<file path="src/video_in_pkg.sv">
package video_in_pkg;

    // ----------------------------------------------------------------
    // Register map
    // ----------------------------------------------------------------
    localparam logic [11:0] CTRL_OFFSET = 12'h000;
    localparam logic [11:0] STATUS_OFFSET = 12'h004;
    localparam logic [11:0] COUNT_OFFSET = 12'h008;

    // Status field positions
    localparam int STAT_PAL_BIT = 0;
    localparam int STAT_FIELD_BIT = 1;
    localparam int STAT_OVF_BIT = 2;
    localparam int STAT_FRAME_BIT = 3;

    // ----------------------------------------------------------------
    // Line standards, input widths and panel widths
    // ----------------------------------------------------------------
    localparam logic [9:0] LINES_PAL = 10'h120;
    localparam logic [9:0] LINES_NTSC = 10'h0f0;
    localparam logic [9:0] WIDTH_320 = 10'h140;
    localparam logic [9:0] WIDTH_352 = 10'h160;
    localparam logic [9:0] WIDTH_360 = 10'h168;
    localparam logic [9:0] PANEL_502 = 10'h1f6;
    localparam logic [9:0] PANEL_640 = 10'h280;
    localparam logic [9:0] PANEL_720 = 10'h2d0;
    localparam logic [9:0] PANEL_960 = 10'h3c0;
    localparam logic [9:0] COUNT_MAX = 10'h3ff;

    // Control register layout, bit 31 downward
    typedef struct packed {
        logic [22:0] unused;
        logic [1:0] panel_sel;
        logic std_pal;
        logic hflip;
        logic field_alt;
        logic auto_en;
        logic [1:0] width_sel;
        logic scaled;
    } ctrl_type;

    localparam ctrl_type CTRL_RESET = '0;

    // One captured dot or triplet
    typedef struct packed {
        logic [23:0] data;
        logic [9:0] pos;
        logic [8:0] line;
        logic field;
        logic scaled;
    } pix_type;

    // Line capture states, Gray along the path
    typedef enum logic [1:0] {
        L_IDLE = 2'b00,
        L_ACTIVE = 2'b01,
        L_FULL = 2'b11
    } line_state_type;

endpackage

</file>
<file path="src/pix_buffer.sv">
`timescale 1ns/1ps

module pix_buffer #(
    parameter int WIDTH = 46,
    parameter int DEPTH = 2
) (
    // Clock and reset
    input wire logic pclk,
    input wire logic presetn,
    // Fill side
    input wire logic in_valid,
    output logic in_ready,
    input wire logic [WIDTH-1:0] in_data,
    // Drain side
    output logic out_valid,
    input wire logic out_ready,
    output logic [WIDTH-1:0] out_data
);

    localparam int PW = (DEPTH > 1) ? $clog2(DEPTH) : 1;
    localparam int CW = $clog2(DEPTH + 1);

    typedef struct packed {
        logic [DEPTH-1:0][WIDTH-1:0] mem;
        logic [PW-1:0] rd;
        logic [PW-1:0] wr;
        logic [CW-1:0] count;
    } buf_state_type;

    buf_state_type s;
    buf_state_type next_s;
    logic do_push;
    logic do_pop;

    // Honest flags straight from the occupancy count
    assign in_ready = (s.count != CW'(DEPTH));
    assign out_valid = (s.count != '0);
    assign out_data = s.mem[s.rd];
    assign do_push = in_valid & in_ready;
    assign do_pop = out_valid & out_ready;

    // Pointer and count update
    always_comb begin
        next_s = s;
        if (do_push) begin
            next_s.mem[s.wr] = in_data;
            next_s.wr = (s.wr == PW'(DEPTH - 1)) ? '0 : s.wr + 1'b1;
        end
        if (do_pop) begin
            next_s.rd = (s.rd == PW'(DEPTH - 1)) ? '0 : s.rd + 1'b1;
        end
        next_s.count = s.count + CW'(do_push) - CW'(do_pop);
    end

    always_ff @(posedge pclk or negedge presetn) begin
        if (!presetn) begin
            s <= '0;
        end else begin
            s <= next_s;
        end
    end

endmodule

</file>
<file path="src/video_in_front_end.sv">
`timescale 1ns/1ps

module video_in_front_end #(
    parameter logic [9:0] DIRECT_DOTS = video_in_pkg::PANEL_960
) (
    // Clock and reset
    input wire logic pclk,
    input wire logic presetn,
    // APB slave
    input wire logic [11:0] paddr,
    input wire logic psel,
    input wire logic penable,
    input wire logic pwrite,
    input wire logic [31:0] pwdata,
    output logic [31:0] prdata,
    output logic pready,
    output logic pslverr,
    // Video pins from the host controller
    input wire logic dot_clock,
    input wire logic hsync_n,
    input wire logic vsync_n,
    input wire logic [7:0] dot_data,
    // Captured pixel stream
    output logic pix_valid,
    input wire logic pix_ready,
    output video_in_pkg::pix_type pix
);

    // ----------------------------------------------------------------
    // Helpers
    // ----------------------------------------------------------------
    function automatic logic [9:0] width_of(input logic [1:0] sel);
        case (sel)
            2'h1: width_of = video_in_pkg::WIDTH_352;
            2'h2: width_of = video_in_pkg::WIDTH_360;
            default: width_of = video_in_pkg::WIDTH_320;
        endcase
    endfunction

    function automatic logic [9:0] panel_of(input logic [1:0] sel);
        case (sel)
            2'h1: panel_of = video_in_pkg::PANEL_640;
            2'h2: panel_of = video_in_pkg::PANEL_720;
            2'h3: panel_of = video_in_pkg::PANEL_960;
            default: panel_of = video_in_pkg::PANEL_502;
        endcase
    endfunction

    // ----------------------------------------------------------------
    // State
    // ----------------------------------------------------------------
    typedef struct packed {
        logic dot_clock_s1;
        logic dot_clock_s2;
        logic dot_clock_d;
        logic hs_s1;
        logic hs_s2;
        logic hs_d;
        logic vs_s1;
        logic vs_s2;
        logic vs_d;
        logic [7:0] dat_s1;
        logic [7:0] dat_s2;
        video_in_pkg::ctrl_type ctrl;
        logic pal;
        logic field;
        logic overflow;
        logic frame_seen;
        logic [9:0] hcount;
        logic [9:0] last_count;
        logic [8:0] line;
        logic [9:0] idx;
        logic [9:0] dot;
        logic [10:0] rem;
        logic [1:0] phase;
        logic [15:0] part;
        video_in_pkg::line_state_type lstate;
    } fe_state_type;

    fe_state_type s;
    fe_state_type next_s;
    logic dot_clock_rise;
    logic hs_fall;
    logic vs_fall;
    logic push;
    logic push_ready;
    video_in_pkg::pix_type push_data;
    logic [9:0] in_width;
    logic [9:0] panel;
    logic [9:0] act_lines;
    logic wr_en;
    logic rd_en;
    logic mapped;

    // Edges come only from the second and third sampling stages
    assign dot_clock_rise = s.dot_clock_s2 & ~s.dot_clock_d;
    assign hs_fall = ~s.hs_s2 & s.hs_d;
    assign vs_fall = ~s.vs_s2 & s.vs_d;
    assign in_width = width_of(s.ctrl.width_sel);
    assign panel = panel_of(s.ctrl.panel_sel);
    assign act_lines = s.pal ? video_in_pkg::LINES_PAL : video_in_pkg::LINES_NTSC;

    // ----------------------------------------------------------------
    // APB decode, zero wait states
    // ----------------------------------------------------------------
    assign wr_en = psel & penable & pwrite;
    assign rd_en = psel & ~pwrite;
    assign mapped = (paddr == video_in_pkg::CTRL_OFFSET) | (paddr == video_in_pkg::STATUS_OFFSET)
        | (paddr == video_in_pkg::COUNT_OFFSET);
    assign pready = 1'b1;
    assign pslverr = psel & penable & ~mapped;

    // Read mux over register flops; unmapped reads return zero
    always_comb begin
        prdata = 32'h0000_0000;
        if (rd_en && paddr == video_in_pkg::CTRL_OFFSET) begin
            prdata = s.ctrl;
        end else if (rd_en && paddr == video_in_pkg::STATUS_OFFSET) begin
            prdata[video_in_pkg::STAT_PAL_BIT] = s.pal;
            prdata[video_in_pkg::STAT_FIELD_BIT] = s.field;
            prdata[video_in_pkg::STAT_OVF_BIT] = s.overflow;
            prdata[video_in_pkg::STAT_FRAME_BIT] = s.frame_seen;
        end else if (rd_en && paddr == video_in_pkg::COUNT_OFFSET) begin
            prdata[9:0] = s.last_count;
        end
    end

    // ----------------------------------------------------------------
    // Capture and detection
    // ----------------------------------------------------------------
    always_comb begin
        logic [10:0] sum;
        logic [1:0] step;
        sum = '0;
        step = '0;
        next_s = s;
        push = 1'b0;
        push_data = '0;
        // Two-stage sampling of every pin before use
        next_s.dot_clock_s1 = dot_clock;
        next_s.dot_clock_s2 = s.dot_clock_s1;
        next_s.dot_clock_d = s.dot_clock_s2;
        next_s.hs_s1 = hsync_n;
        next_s.hs_s2 = s.hs_s1;
        next_s.hs_d = s.hs_s2;
        next_s.vs_s1 = vsync_n;
        next_s.vs_s2 = s.vs_s1;
        next_s.vs_d = s.vs_s2;
        next_s.dat_s1 = dot_data;
        next_s.dat_s2 = s.dat_s1;

        // Software writes; status write-one clears overflow
        if (wr_en && paddr == video_in_pkg::CTRL_OFFSET) begin
            next_s.ctrl = pwdata;
            next_s.ctrl.unused = '0;
        end
        if (wr_en && paddr == video_in_pkg::STATUS_OFFSET && pwdata[video_in_pkg::STAT_OVF_BIT]) begin
            next_s.overflow = 1'b0;
        end

        if (vs_fall) begin
            next_s.last_count = s.hcount;
            next_s.hcount = '0;
            next_s.line = '0;
            next_s.lstate = video_in_pkg::L_IDLE;
            next_s.frame_seen = 1'b1;
            next_s.field = s.ctrl.field_alt ? ~s.field : 1'b0;
            if (s.ctrl.scaled && s.ctrl.auto_en) begin
                if (s.hcount > video_in_pkg::LINES_PAL) begin
                    next_s.pal = 1'b1;
                end else if (s.hcount < video_in_pkg::LINES_PAL) begin
                    next_s.pal = 1'b0;
                end
            end else begin
                next_s.pal = s.ctrl.std_pal;
            end
        end else if (hs_fall) begin
            // Saturate so a missing frame sync cannot wrap the count
            if (s.hcount != video_in_pkg::COUNT_MAX) begin
                next_s.hcount = s.hcount + 10'h001;
            end
            if (s.lstate != video_in_pkg::L_IDLE) begin
                next_s.line = s.line + 9'h001;
            end
            next_s.lstate = video_in_pkg::L_ACTIVE;
            next_s.idx = '0;
            next_s.dot = '0;
            next_s.rem = '0;
            next_s.phase = '0;
        end else if (dot_clock_rise && s.hs_s2 && s.lstate == video_in_pkg::L_ACTIVE) begin
            if (!s.ctrl.scaled) begin
                // Direct: the host already ordered dots for this line
                push = 1'b1;
                push_data.data = {16'h0000, s.dat_s2};
                push_data.pos = s.idx;
                next_s.idx = s.idx + 10'h001;
                if (s.idx == DIRECT_DOTS - 10'h001) begin
                    next_s.lstate = video_in_pkg::L_FULL;
                end
            end else if ({1'b0, s.line} < act_lines) begin
                // Scaled: assemble R, G, B bytes into a triplet
                case (s.phase)
                    2'h0: begin
                        next_s.part[15:8] = s.dat_s2;
                        next_s.phase = 2'h1;
                    end
                    2'h1: begin
                        next_s.part[7:0] = s.dat_s2;
                        next_s.phase = 2'h2;
                    end
                    default: begin
                        push = 1'b1;
                        push_data.data = {s.part, s.dat_s2};
                        push_data.pos = s.ctrl.hflip ? panel - 10'h001 - s.dot : s.dot;
                        // Remainder stepping spreads triplets over the panel, no divider needed
                        sum = s.rem + {1'b0, panel};
                        if (sum >= 11'(3) * {1'b0, in_width}) begin
                            step = 2'h3;
                        end else if (sum >= 11'(2) * {1'b0, in_width}) begin
                            step = 2'h2;
                        end else if (sum >= {1'b0, in_width}) begin
                            step = 2'h1;
                        end
                        next_s.rem = sum - 11'(step) * {1'b0, in_width};
                        next_s.dot = s.dot + 10'(step);
                        next_s.idx = s.idx + 10'h001;
                        next_s.phase = 2'h0;
                        if (s.idx == in_width - 10'h001) begin
                            next_s.lstate = video_in_pkg::L_FULL;
                        end
                    end
                endcase
            end
        end
        push_data.line = s.line;
        push_data.field = s.field;
        push_data.scaled = s.ctrl.scaled;
        // A dot arriving into a full buffer is lost; flag wins over clear
        if (push && !push_ready) begin
            next_s.overflow = 1'b1;
        end
    end

    always_ff @(posedge pclk or negedge presetn) begin
        if (!presetn) begin
            s <= '0;
        end else begin
            s <= next_s;
        end
    end

    // ----------------------------------------------------------------
    // Output buffer absorbs short receiver stalls
    // ----------------------------------------------------------------
    pix_buffer #(
        .WIDTH($bits(video_in_pkg::pix_type)),
        .DEPTH(2)
    ) i_pix_buffer (
        .pclk(pclk),
        .presetn(presetn),
        .in_valid(push),
        .in_ready(push_ready),
        .in_data(push_data),
        .out_valid(pix_valid),
        .out_ready(pix_ready),
        .out_data(pix)
    );
endmodule

</file>
<file path="config.mk">
export PLATFORM = sky130hd
export DESIGN_NAME = video_in_front_end
export DESIGN_NICKNAME = d
export VERILOG_FILES = /design/src/video_in_pkg.sv /design/src/pix_buffer.sv /design/src/video_in_front_end.sv
export SDC_FILE = /design/constraint.sdc
export NUM_CORES = 1
export LEC_CHECK = 0
export ABC_AREA = 1
export BUFFER_PORTS_ARGS = -buffer_cell sky130_fd_sc_hd__buf_2
export CAP_MARGIN = 25
export CORE_MARGIN = 4
export CORE_UTILIZATION = 29
export DETAILED_ROUTE_END_ITERATION = 8
export PLACE_DENSITY = 0.43
export SYNTH_ARGS = -nofsm -noshare
export SYNTH_HDL_FRONTEND = slang
export SYNTH_SLANG_ARGS = --single-unit
</file>
<file path="constraint.sdc">
create_clock -name pclk -period 5.41 [get_ports pclk]
set_input_delay 0 -clock pclk [delete_from_list [all_inputs] [get_ports pclk]]
set_output_delay 0 -clock pclk [all_outputs]
set_load 0.03 [all_outputs]
</file>
======== Word-level counts from Yosys, hierarchy flattened ========
Index checks and enable logic that the tools add are counted.
storage, ports and cells
  output and inout bits ................... 80
  logic and storage cells ................. 198
  register bits ........................... 212
  input bits .............................. 61
operators by class
  equality and inequality tests ........... 20
  magnitude comparators ................... 9
  add/sub/neg operators ................... 13
  muxes and demuxes ....................... 63
  reduce and logical (&&, ||, !) cells .... 35
  bitwise logic cells ..................... 19
  $mul .................................... 2
operators with widths
  cell                     number
  $mux W34                 6
  $mux W45                 3
  $mux W51                 2
  $bwmux W90               1
  $mux W10                 7
  $demux W45 S1            1
  $mux W39                 1
  $mux W9                  4
  $mux W33                 1
  $mux W31                 1
  $pmux W10 S3             1
  $mux W2                  14
  $ge A11 B11 Y1           2
  $add A10 B1 Y10 const B  2
  $sub A10 B1 Y10 const B  2
  $reduce_bool A2 Y1       9
  $mux W8                  2
  $mux W1                  15
  $eq A12 B3 Y1 const B    1
  $eq A12 B4 Y1 const B    1
  $logic_not A12 Y1        1
  $pmux W6 S2              1
  $reduce_and A6 Y1        2
  $add A11 B10 Y11         1
  other kinds (41)         80

======== Depth between registers and ports, before layout ========
Gate-level depths: netlist of the first run.
  depth after elaboration ................. 21
  mapped depth ............................ 37
  depth with buffers taken out ............ 36

======== Hierarchy ========
A second synthesis of the first run with hierarchy kept.
unflattened totals
  cell total of the unflattened synthesis .. 1579
  area, all modules ....................... 12209.2 um^2
modules (own cells, without submodules)
  module              area an instance (um^2)  times used  cells each  sequential area each (um^2)
  video_in_front_end  7666.1                   1           1007        2952.8
  pix_buffer          4543.1                   1           572         2352.3

======== Least setup slack after synthesis of the first run ========
No wires, ideal clock.
  path type ............................... flip-flop to flip-flop
  start point ............................. register s[91] in the netlist's numbering
  end point ............................... register s[29] in the netlist's numbering
  data required time ...................... 5283 ps
  slack ................................... 763 ps
  library setup time ...................... 127 ps
  buffers on the path ..................... 1
  cell stages (with the launch flop) ...... 30
  data arrival time ....................... 4520 ps
  period minus slack after synthesis ...... 4647 ps
  path through ............................ dfrtp_1 -> inv_1 -> ha_1 -> buf_2 -> or2_2 -> ha_1 -> nand3_1 -> nor2_1 -> nand3_1 -> nand2_1 -> nand2_1 -> nand2_1 -> inv_1 -> ha_1 -> a21oi_1 -> nor2_1 -> a211oi_1 -> nand2_1 -> a31oi_1 -> nand2_1 -> nand2_1 -> fa_1 -> ha_1 -> a21oi_1 -> o21ai_0 -> nand2_1 -> nand2_1 -> a21oi_1 -> xor2_1 -> o21ai_0
on the way
  word-level cells in the longest chain between the ends .. 20
  elaborated cells between the ends (all ways) .. 24
  those cells by class .................... add/sub (2); mul (1); order compare (3); eq/ne (3); mux (15)
RTL lines
  element                                              RTL line                   text
  from (decl)                                          video_in_front_end.sv:80   fe_state_type s;
  from (signal assigned)                               video_in_front_end.sv:248  s <= next_s;
  $eq A2 B2 Y1 / $eq A2 B1 Y1 (equally long branches)  video_in_front_end.sv:41   case (sel)
  $pmux W10 S3 *                                       video_in_front_end.sv:41
  $add A11 B10 Y11 *                                   video_in_front_end.sv:216  sum = s.rem + {1'b0, panel};
  $ge A11 B10 Y1                                       video_in_front_end.sv:221  end else if (sum >= {1'b0, in_width}) begin
  $mux W1                                              video_in_front_end.sv:221
  $mux W2                                              video_in_front_end.sv:219  end else if (sum >= 11'(2) * {1'b0, in_width}) begin
  $mux W2                                              video_in_front_end.sv:217  if (sum >= 11'(3) * {1'b0, in_width}) begin
  $mux W2                                              video_in_front_end.sv:202  case (s.phase)
  [4 not listed]                                       --
  $mux W2                                              video_in_front_end.sv:161  if (vs_fall) begin
  $mul A2 B10 Y11                                      video_in_front_end.sv:224  next_s.rem = sum - 11'(step) * {1'b0, in_width};
  $sub A11 B11 Y11 *                                   video_in_front_end.sv:224
  $mux W31 *                                           video_in_front_end.sv:202
  $mux W51 *                                           video_in_front_end.sv:200  end else if ({1'b0, s.line} < act_lines) begin
  $mux W39 *                                           video_in_front_end.sv:191  if (!s.ctrl.scaled) begin
  $mux W51 *                                           video_in_front_end.sv:190  end else if (dot_clock_rise && s.hs_s2 && s.lstate == video_in_pkg::L_ACTIVE) begin
  $mux W33 *                                           video_in_front_end.sv:177  end else if (hs_fall) begin
Every way passes the cells marked *; elsewhere a longest branch is shown, timed or not. The select of a mux whose other input is x is not followed.
A chain may end at the register's enable or synchronous reset.

======== Worst setup path in the final report of the first run ========
Same ends and word-level chain as after synthesis.

==> results.cfg, run 1 <==
[clocking]
clk_latency_ns = 0.53
h-tree-depth = 1
numCtsBuffers = 25
path_clk_slew_ns = 0.06
cts_tree = done
clockRootBuffer = clkbuf_16
clock_sinks = 212
clk_path_buf_depth = 3

[floorplan]
ios = 141
rows = 72
dieArea_sq_um = 43200
die_x_um = 208
start_util_pct = 29.6
core_sq_um = 39100
die_y_um = 208

[finish]
fin_area_sq_um = 13600
fin_cells = 2102
multi_input_area_sq_um = 5270
regArea_sq_um = 5310
area_growth_pct = 17.1
antennaDiodeCount = 0
nFillCells = 4219
drive_gt1_share_pct = 14.1
nNetsFinal = 1681

[synth]
synth_top_cell_by_area = dfrtp_1
ys_top_cells_by_area = dfrtp_1, nand2_1, ha_1
yosysMostFrequentCell = nand2_1
synth_ff_type = dfrtp_1
yosys-top-cells-count = nand2_1, dfrtp_1, inv_1, nand3_1, o21ai_0
syn_avg_cell_area_sq_um = 7.96
yosysUniqueCellTypes = 51
synth_edf_count = 0
synth_seq_area_share_pct = 45.8
netlist_instances = 1455
ys_warn_count = 0
synth_seq_cells = 212
yosysTopAreaCellShare_pct = 45.8
syn_area_sq_um = 11600
async_reset_ff_share_pct = 100

[setup_path]
r2r_start = s[91]
reg2reg_to = s[29]
crit_path_end_kind = flop
slowest_stage = fa_1
critical_path_arrival_ns = 5.31
max_stage_delay_ns = 0.42
reg2reg_slack_ns = 0.50
crit_fanout = 5
cpMostUsedCell = nand2_1
worst_ep_required_time_ns = 5.81
cp-start-kind = flop
crit_type = reg -> reg
reg2reg_depth = 28

[route]
drc = 0
num_vias = 9470
firstDrtPassIters = 5
via_per_inst = 4.51
drt_iter0_markers = 555
drtAntennaViolNets = 0
wirelength_um = 30800
wl_per_cell_um = 14.7

[outcome]
status = finished clean

[sta]
final_hold_viol_count = 0
setup_tns_ns = 0
setup_violations = 0
grt_setup_unrepaired = false
finalCritPeriodShare_pct = 90.7
slew_viol_final = 0
min_period_ns = 4.91
fin_ws_ns = 0.503
slew_headroom_pct = 39.5
tightest_slew_ns = 0.908
fin_skew_ns = 0.0216
max_freq_ghz = 0.204

[place]
gp_congestion = 0.857
place_inst = 2033
place_ws_ns = 0.248
dp_hpwl_um = 21800
numPortBuffers = 94
placed_area_sq_um = 12500

[power]
ir_drop_v = 0.000233
pwr_density_cell_nw_per_um2 = 338
p_leak_nw = 6.91

[global_route]
antenna_found_initial = 0
grt_pass1_wl_um = 50900
grt-ovfl-total = 0
grt_max_degree = 109
track_usage_pct = 14.1
grt_pass1_vias = 9298

[min_path]
min_path_type = in -> async

[job]
drv_cap = 0
-- worst max path at each step --
stage	from	to	slack (ns)	cells after the start
2_1_floorplan	s[91]	s[29]	0.76	29
3_3_place_gp	s[91]	s[29]	0.32	28
3_5_place_dp	s[91]	s[29]	0.25	28
4_1_cts	s[91]	s[29]	0.20	28
5_1_grt	s[92]	s[30]	0.0003	29
6_report	s[91]	s[29]	0.50	28
-- logic make-up (layout without fill, tap and decap cells) --
kind of cell	after synthesis	after routing	share of synthesized area, %
flops	212	212	45.8
xor+xnor	16	16	1.21
fa+ha+maj	53	53	5.85
other cells	2	23	0.0648
simple gates	672	672	24.6
buf+inv	248	356	9.70
compound gates	249	249	12.5
mux	3	3	0.292
-- metrics by stage --
stage | power, mW | utilization (%) | hold slack, ns
after floorplan | 2.63 | - | -0.296
after global placement | 2.98 | 32.0 | 0.108
after detailed placement | 2.97 | 32.0 | 0.109
after CTS | 4.66 | 34.6 | 0.0790
after global routing | 4.92 | 34.7 | 0.0881
final | 4.58 | 34.7 | 0.0836
-- layout make-up --
class,count,share of cell area (%)
clock buffer,38,5.56
clock inverter,6,0.295
inverter,173,4.79
multi-input combinational,1016,38.8
sequential,212,39.1
tap,518,4.78
timing repair buffer,139,6.68
-- layer usage --
layer / GRT usage (%) / part of all wire, %
met5: 0 / 0
met4: 2.67 / 1.4
met3: 1.94 / 3.4
met2: 22.6 / 45
met1: 20.6 / 50
-- sequential cells by signal, indices dropped and copies added, names as in the netlist --
register / count
next_s: 14
push_data: 11
s: 93
i_pix_buffer.s: 94
-- what timing repair did --
| action | 4_1_cts | 5_1_grt |
|---|---|---|
| hold endpoints to repair | 128 | 0 |
| hold buffers | 25 | 0 |
| setup endpoints to repair | 0 | 5 |
| resized for setup | 0 | 7 |
| setup buffers | 0 | 0 |
-- report_power, final --
part	internal, mW	switching, mW	total [mW]
Combinational	0.429	0.795	1.22
Sequential	1.68	0.0562	1.74
Clock	0.959	0.659	1.62
Total	3.07	1.51	4.58
-- worst max-delay path, delay by kind of cell (launching register included) --
family                     cells  cell delay, ns
adders and majority gates      5            1.61
and+or+nand+nor               13            1.44
AOI/OAI and AO/OA              7            1.03
DFF                            1            0.35
xor gates and xnor gates       1            0.17
buffers and inverters          2            0.17
-- placed cells by master, fill, tap and decap left out, types with 18 or more instances in the layout --
cell           Yosys  routed
ha_1              51      49
nand3_1           96      96
nand2_2           17      19
conb_1             2      23
o21ai_1           52      52
nand2_1          427     425
a21oi_1           49      48
inv_1            167     167
o21ai_2           28      28
buf_2              3      93
buf_4             24      18
o21ai_0           83      83
clkbuf_16          0      25
nor2_1            80      80
dfrtp_1          212     212
dlygate4sd3_1      0      25
Power figures use the tool's default switching activity.
==> inputs of run 2 (changes only) <==
--- a/config.mk
+++ b/config.mk
@@ -8,7 +8,7 @@
 export ABC_AREA = 1
 export BUFFER_PORTS_ARGS = -buffer_cell sky130_fd_sc_hd__buf_2
 export CAP_MARGIN = 25
-export CORE_MARGIN = 4
+export CORE_MARGIN = 2
 export CORE_UTILIZATION = 29
 export DETAILED_ROUTE_END_ITERATION = 8
 export PLACE_DENSITY = 0.43
==> results.cfg, run 2 (synthesis gave the netlist of run 1 again) <==
[route]
wl_per_cell_um = 14.6
via_per_inst = 4.48
firstDrtPassIters = 5
drtAntennaViolNets = 0
num_vias = 9451
wirelength_um = 30800
drc = 0
drt_iter0_markers = 604

[finish]
layout_commonest_cell = nand2_1
top_register = i_pix_buffer.s
drive_gt1_share_pct = 14.1
fin_cells = 2109
area_growth_pct = 17.8
fin_util_pct = 34.5
final_cell_mix = nand2_1, dfrtp_1, inv_1
largest_register_ffs = 94
regArea_sq_um = 5310
multi_input_area_sq_um = 5270
nNetsFinal = 1680
antennaDiodeCount = 0
nFillCells = 4231

[floorplan]
die_y_um = 204
dieArea_sq_um = 41600
core_sq_um = 39500
die_x_um = 204
ios = 141
start_util_pct = 29.3
rows = 73

[clocking]
cts_tree = done
numCtsBuffers = 26
clockRootBuffer = clkbuf_16
path_clk_slew_ns = 0.06
clock_sinks = 212
clk_path_buf_depth = 3
postCtsSetupBuffers = 0
clk_latency_ns = 0.55
h-tree-depth = 1

[outcome]
status = finished clean

[place]
place_inst = 2038
numPortBuffers = 94
gp_congestion = 0.852
dp_hpwl_um = 21600

[sta]
final_hold_viol_count = 0
slew_viol_final = 0
setup_violations = 0
setup_tns_ns = 0
max_freq_ghz = 0.203
fin_skew_ns = 0.0288
tightest_slew_ns = 0.965
min_period_ns = 4.92
finalCritPeriodShare_pct = 90.9
slew_headroom_pct = 35.6

[setup_path]
max_stage_delay_ns = 0.42
critPathBufInv = 3
critPathTopFamily = simple AND/OR/NAND/NOR gates
critical_path_arrival_ns = 5.40
crit_type = reg -> reg
cpMostUsedCell = nand2_1
slowest_stage = fa_1
worst_ep_required_time_ns = 5.89
crit_path_end_kind = flop
cp-start-kind = flop
crit_fanout = 5

[global_route]
grt_pass1_wl_um = 50100
grt-ovfl-total = 0
antenna_found_initial = 0
grt_pass1_vias = 9092
grt_max_degree = 115
track_usage_pct = 15.1

[power]
p_leak_nw = 6.93
ir_drop_v = 0.000205
pwr_density_cell_nw_per_um2 = 345

[job]
drv_cap = 0

[min_path]
min_path_type = in -> reg
run 2: changes by cell type in the layout (fill, tap and decap cells not counted), moves of 2 or more:
cell / before / now
clkinv_2: 5 / 2
clkbuf_1: 5 / 8
buf_4: 18 / 16
bufinv_16: 0 / 2
run 2: metal layers:
| metal | global-route usage (%) | part of all wire (%) | wire length (um) |
|---|---|---|---|
| met1 | 21.7 | 50 | 15400 |
| met2 | 24.0 | 45 | 13800 |
| met3 | 2.39 | 4.0 | 1240 |
| met4 | 2.82 | 1.4 | 433 |
| met5 | 0 | 0 | 0 |
run 2: per-stage QoR:
| step | hold WS, ns | setup WS, ns | power, mW | cell area (sq um) |
|---|---|---|---|---|
| 6_report | 0.0916 | 0.491 | 4.70 | 13600 |
| 5_1_grt | 0.0618 | -0.0411 | 5.04 | 13600 |
| 4_1_cts | 0.0603 | 0.244 | 4.77 | 13600 |
| 3_5_place_dp | 0.109 | 0.249 | 2.96 | 12500 |
| 3_3_place_gp | 0.109 | 0.324 | 2.95 | 12500 |
| 2_1_floorplan | -0.296 | 0.763 | 2.63 | 11700 |
run 2: power breakdown:
| group | leakage (nW) | internal, mW | switching [mW] |
|---|---|---|---|
| clock | 0.424 | 1.08 | 0.680 |
| sequential | 2.82 | 1.68 | 0.0568 |
| combinational | 3.69 | 0.423 | 0.783 |
run 2: what timing repair did:
item	4_1_cts	5_1_grt
endpoints found under the hold margin	134	0
gates resized for setup	0	8
endpoints found under the setup margin	0	7
hold buffers	25	0
run 2: cell type report:
cell class / instances / share of cell area, %
inverters: 173 / 4.77
clock inverters: 5 / 0.660
flip-flops and latches: 212 / 38.9
well taps: 525 / 4.81
multi-input cells: 1016 / 38.7
clock buffers: 41 / 5.69
repair buffers: 137 / 6.53
run 2: path summary, 6_finish.rpt:
path,from,to,slack [ns],cells past startpoint
worst max-delay path,s[91],s[30],0.49,32
worst min-delay path,dot_data[2],next_s[118],0.09,2
worst max register to register,s[91],s[30],0.49,32
worst min register to register,next_s[121],s[121],0.35,0
max in group asynchronous,presetn,s[43],3.92,3
min in group asynchronous,presetn,i_pix_buffer.s[3],0.12,2
run 2: worst register-to-register path, delay by kind of cell (launching register included):
family                     cells  cell delay [ns]
AOI/OAI and AO/OA              2             0.40
xor gates and xnor gates       1             0.12
adders and majority gates      5             1.65
buffers and inverters          3             0.23
DFF                            1             0.34
and+or+nand+nor               21             2.13
==> inputs of run 3 (changes only) <==
--- a/config.mk
+++ b/config.mk
@@ -5,7 +5,6 @@
 export SDC_FILE = /design/constraint.sdc
 export NUM_CORES = 1
 export LEC_CHECK = 0
-export ABC_AREA = 1
 export BUFFER_PORTS_ARGS = -buffer_cell sky130_fd_sc_hd__buf_2
 export CAP_MARGIN = 25
 export CORE_MARGIN = 2
==> results.cfg, run 3 <==
[clocking]
path_clk_slew_ns = 0.06
numCtsBuffers = 27
clock_sinks = 212
clockRootBuffer = clkbuf_16
h-tree-depth = 1
clk_latency_ns = 0.54
clk_path_buf_depth = 3
cts_tree = done

[finish]
nNetsFinal = 1327
drive_gt1_share_pct = 27.0
top_register = i_pix_buffer.s
final_cell_mix = dfrtp_1, mux2_2, nand2_1
largest_register_ffs = 94
layout_commonest_cell = dfrtp_1
area_growth_pct = 22.5
antennaDiodeCount = 0

[synth]
synth_ff_type = dfrtp_1
synth_edf_count = 0
yosys-top-cells-count = dfrtp_1, mux2_2, nand2_1, o21ai_0
async_reset_ff_share_pct = 100
synth_seq_cells = 212
syn_avg_cell_area_sq_um = 10.4
ys_top_cells_by_area = dfrtp_1, mux2_2, ha_1
synth_seq_area_share_pct = 47.3
yosysTopAreaCellShare_pct = 47.3
ys_warn_count = 0
yosysUniqueCellTypes = 78
syn_area_sq_um = 11200
synth_top_cell_by_area = dfrtp_1
yosysMostFrequentCell = dfrtp_1
netlist_instances = 1078

[power]
total_power_mw = 5.60
p_leak_nw = 6.46
ir_drop_v = 0.000448
pwr_density_cell_nw_per_um2 = 408

[outcome]
status = finished clean

[floorplan]
dieArea_sq_um = 40200
die_y_um = 201
rows = 72
start_util_pct = 29.2
ios = 141
die_x_um = 201
core_sq_um = 38400

[setup_path]
worst_ep_required_time_ns = 5.78
critical_path_arrival_ns = 5.38
crit_path_end_kind = flop
crit_type = reg -> reg
crit_fanout = 15
slowest_stage = dfrtp_1
max_stage_delay_ns = 0.37
cpMostUsedCell = ha_1
worstSetupStartpoint = s[91]
r2r_start = s[91]
cp-start-kind = flop

[sta]
final_hold_viol_count = 0
tightest_slew_ns = 0.877
slew_headroom_pct = 41.3
slew_viol_final = 0
finalCritPeriodShare_pct = 92.5
setup_violations = 0
fin_ws_ns = 0.404
min_period_ns = 5.01
fin_skew_ns = 0.0173
max_freq_ghz = 0.200

[route]
num_vias = 8121
via_per_inst = 4.64
drt_iter0_markers = 319
drtAntennaViolNets = 0
firstDrtPassIters = 4
wl_per_cell_um = 15.8
wirelength_um = 27700
drc = 0

[job]
drv_cap = 0

[place]
dp_hpwl_um = 19000
numPortBuffers = 94
gp_congestion = 0.767
place_ws_ns = 0.0855

[global_route]
grt_pass1_wl_um = 45600
grtUsageMet1_pct = 19.5
track_usage_pct = 13.9
met2_usage_pct = 22.8
grt-ovfl-total = 0
grt_max_degree = 122
antenna_found_initial = 0
grt_pass1_vias = 8179
grt.busiest_layer = met2
use_met3_pct = 1.85

[min_path]
min_path_type = in -> reg
hold_start = paddr[2]
run 3: cell count changes in the layout (fill, tap and decap cells not counted), sizes merged, moves of 14 or more:
cell   delta
a21oi    -14
inv     -102
mux2    +118
nand2   -328
nand3    -67
nor2     -17
o21ai    -88
xnor2    +23
run 3: area by class of cell:
class	count	area, sq um
Tap cell	518	648
Clock inverter	14	204
Timing Repair Buffer	157	1080
Clock buffer	36	769
Inverter	69	259
Fill cell	3946	24600
Sequential cell	212	5310
Multi-Input combinational cell	746	5470
run 3: cells by family after synthesis:
family                   count (synthesis)  synth area share [%]
adder cells (fa/ha/maj)                 53                  6.05
AO/OA/AOI/OAI                          177                  10.2
other                                    2                0.0670
flip-flops                             212                  47.3
buffers and inverters                  141                  5.78
AND/OR/NAND/NOR                        317                  14.1
multiplexers                           124                  12.4
XOR/XNOR                                52                  4.13
run 3: report_power, final:
part,switching [mW],leakage (nW),internal [mW]
Clock,0.712,0.478,1.23
Sequential,0.0960,2.84,1.67
Combinational,0.981,3.14,0.907
Total,1.79,6.46,3.81
run 3: metrics by stage:
step | hold WS, ns | utilization (%) | setup TNS [ns] | cell area [sq um] | instances
floorplan | -0.296 | - | 0 | 11300 | 1099
global placement | 0.0732 | 31.9 | 0 | 12300 | 1663
detailed placement | 0.0730 | 31.9 | 0 | 12300 | 1663
CTS | 0.0270 | 35.4 | 0 | 13600 | 1747
global route | 0.0562 | 35.8 | -0.00249 | 13700 | 1752
finish | 0.0496 | 35.8 | 0 | 13700 | 1752
run 3: critical path, delay by kind of cell (launching register included):
kind,cells,cell delay (ns)
AO/OA/AOI/OAI,9,1.57
XOR/XNOR,3,0.49
adder cells (fa/ha/maj),5,1.31
buffers and inverters,3,0.34
flip-flops,1,0.37
AND/OR/NAND/NOR,5,0.74
run 3: worst paths after layout:
check                                     end  slack [ns]  depth (start not counted)
min in group asynchronous  i_pix_buffer.s[81]        0.07                          2
max                                     s[29]        0.40                         25
max reg2reg                             s[29]        0.40                         25
max in group asynchronous               s[42]        4.20                          3
min reg2reg                            s[116]        0.34                          0
min                                     s[88]        0.05                          3
run 3: what timing repair did:
item                                    CTS  global route
endpoints found under the setup margin    0             3
buffers inserted                          0             4
hold endpoints to repair                113             0
hold buffers                             34             0
gates resized for setup                   0            20
run 3: layer usage:
metal,vias to the layer above,routed length (um),share of wire (%)
met5,-,0,0
met4,0,588,2.1
met3,43,854,3.1
met2,117,12800,46
met1,4008,13400,48
li1,3953,-,-
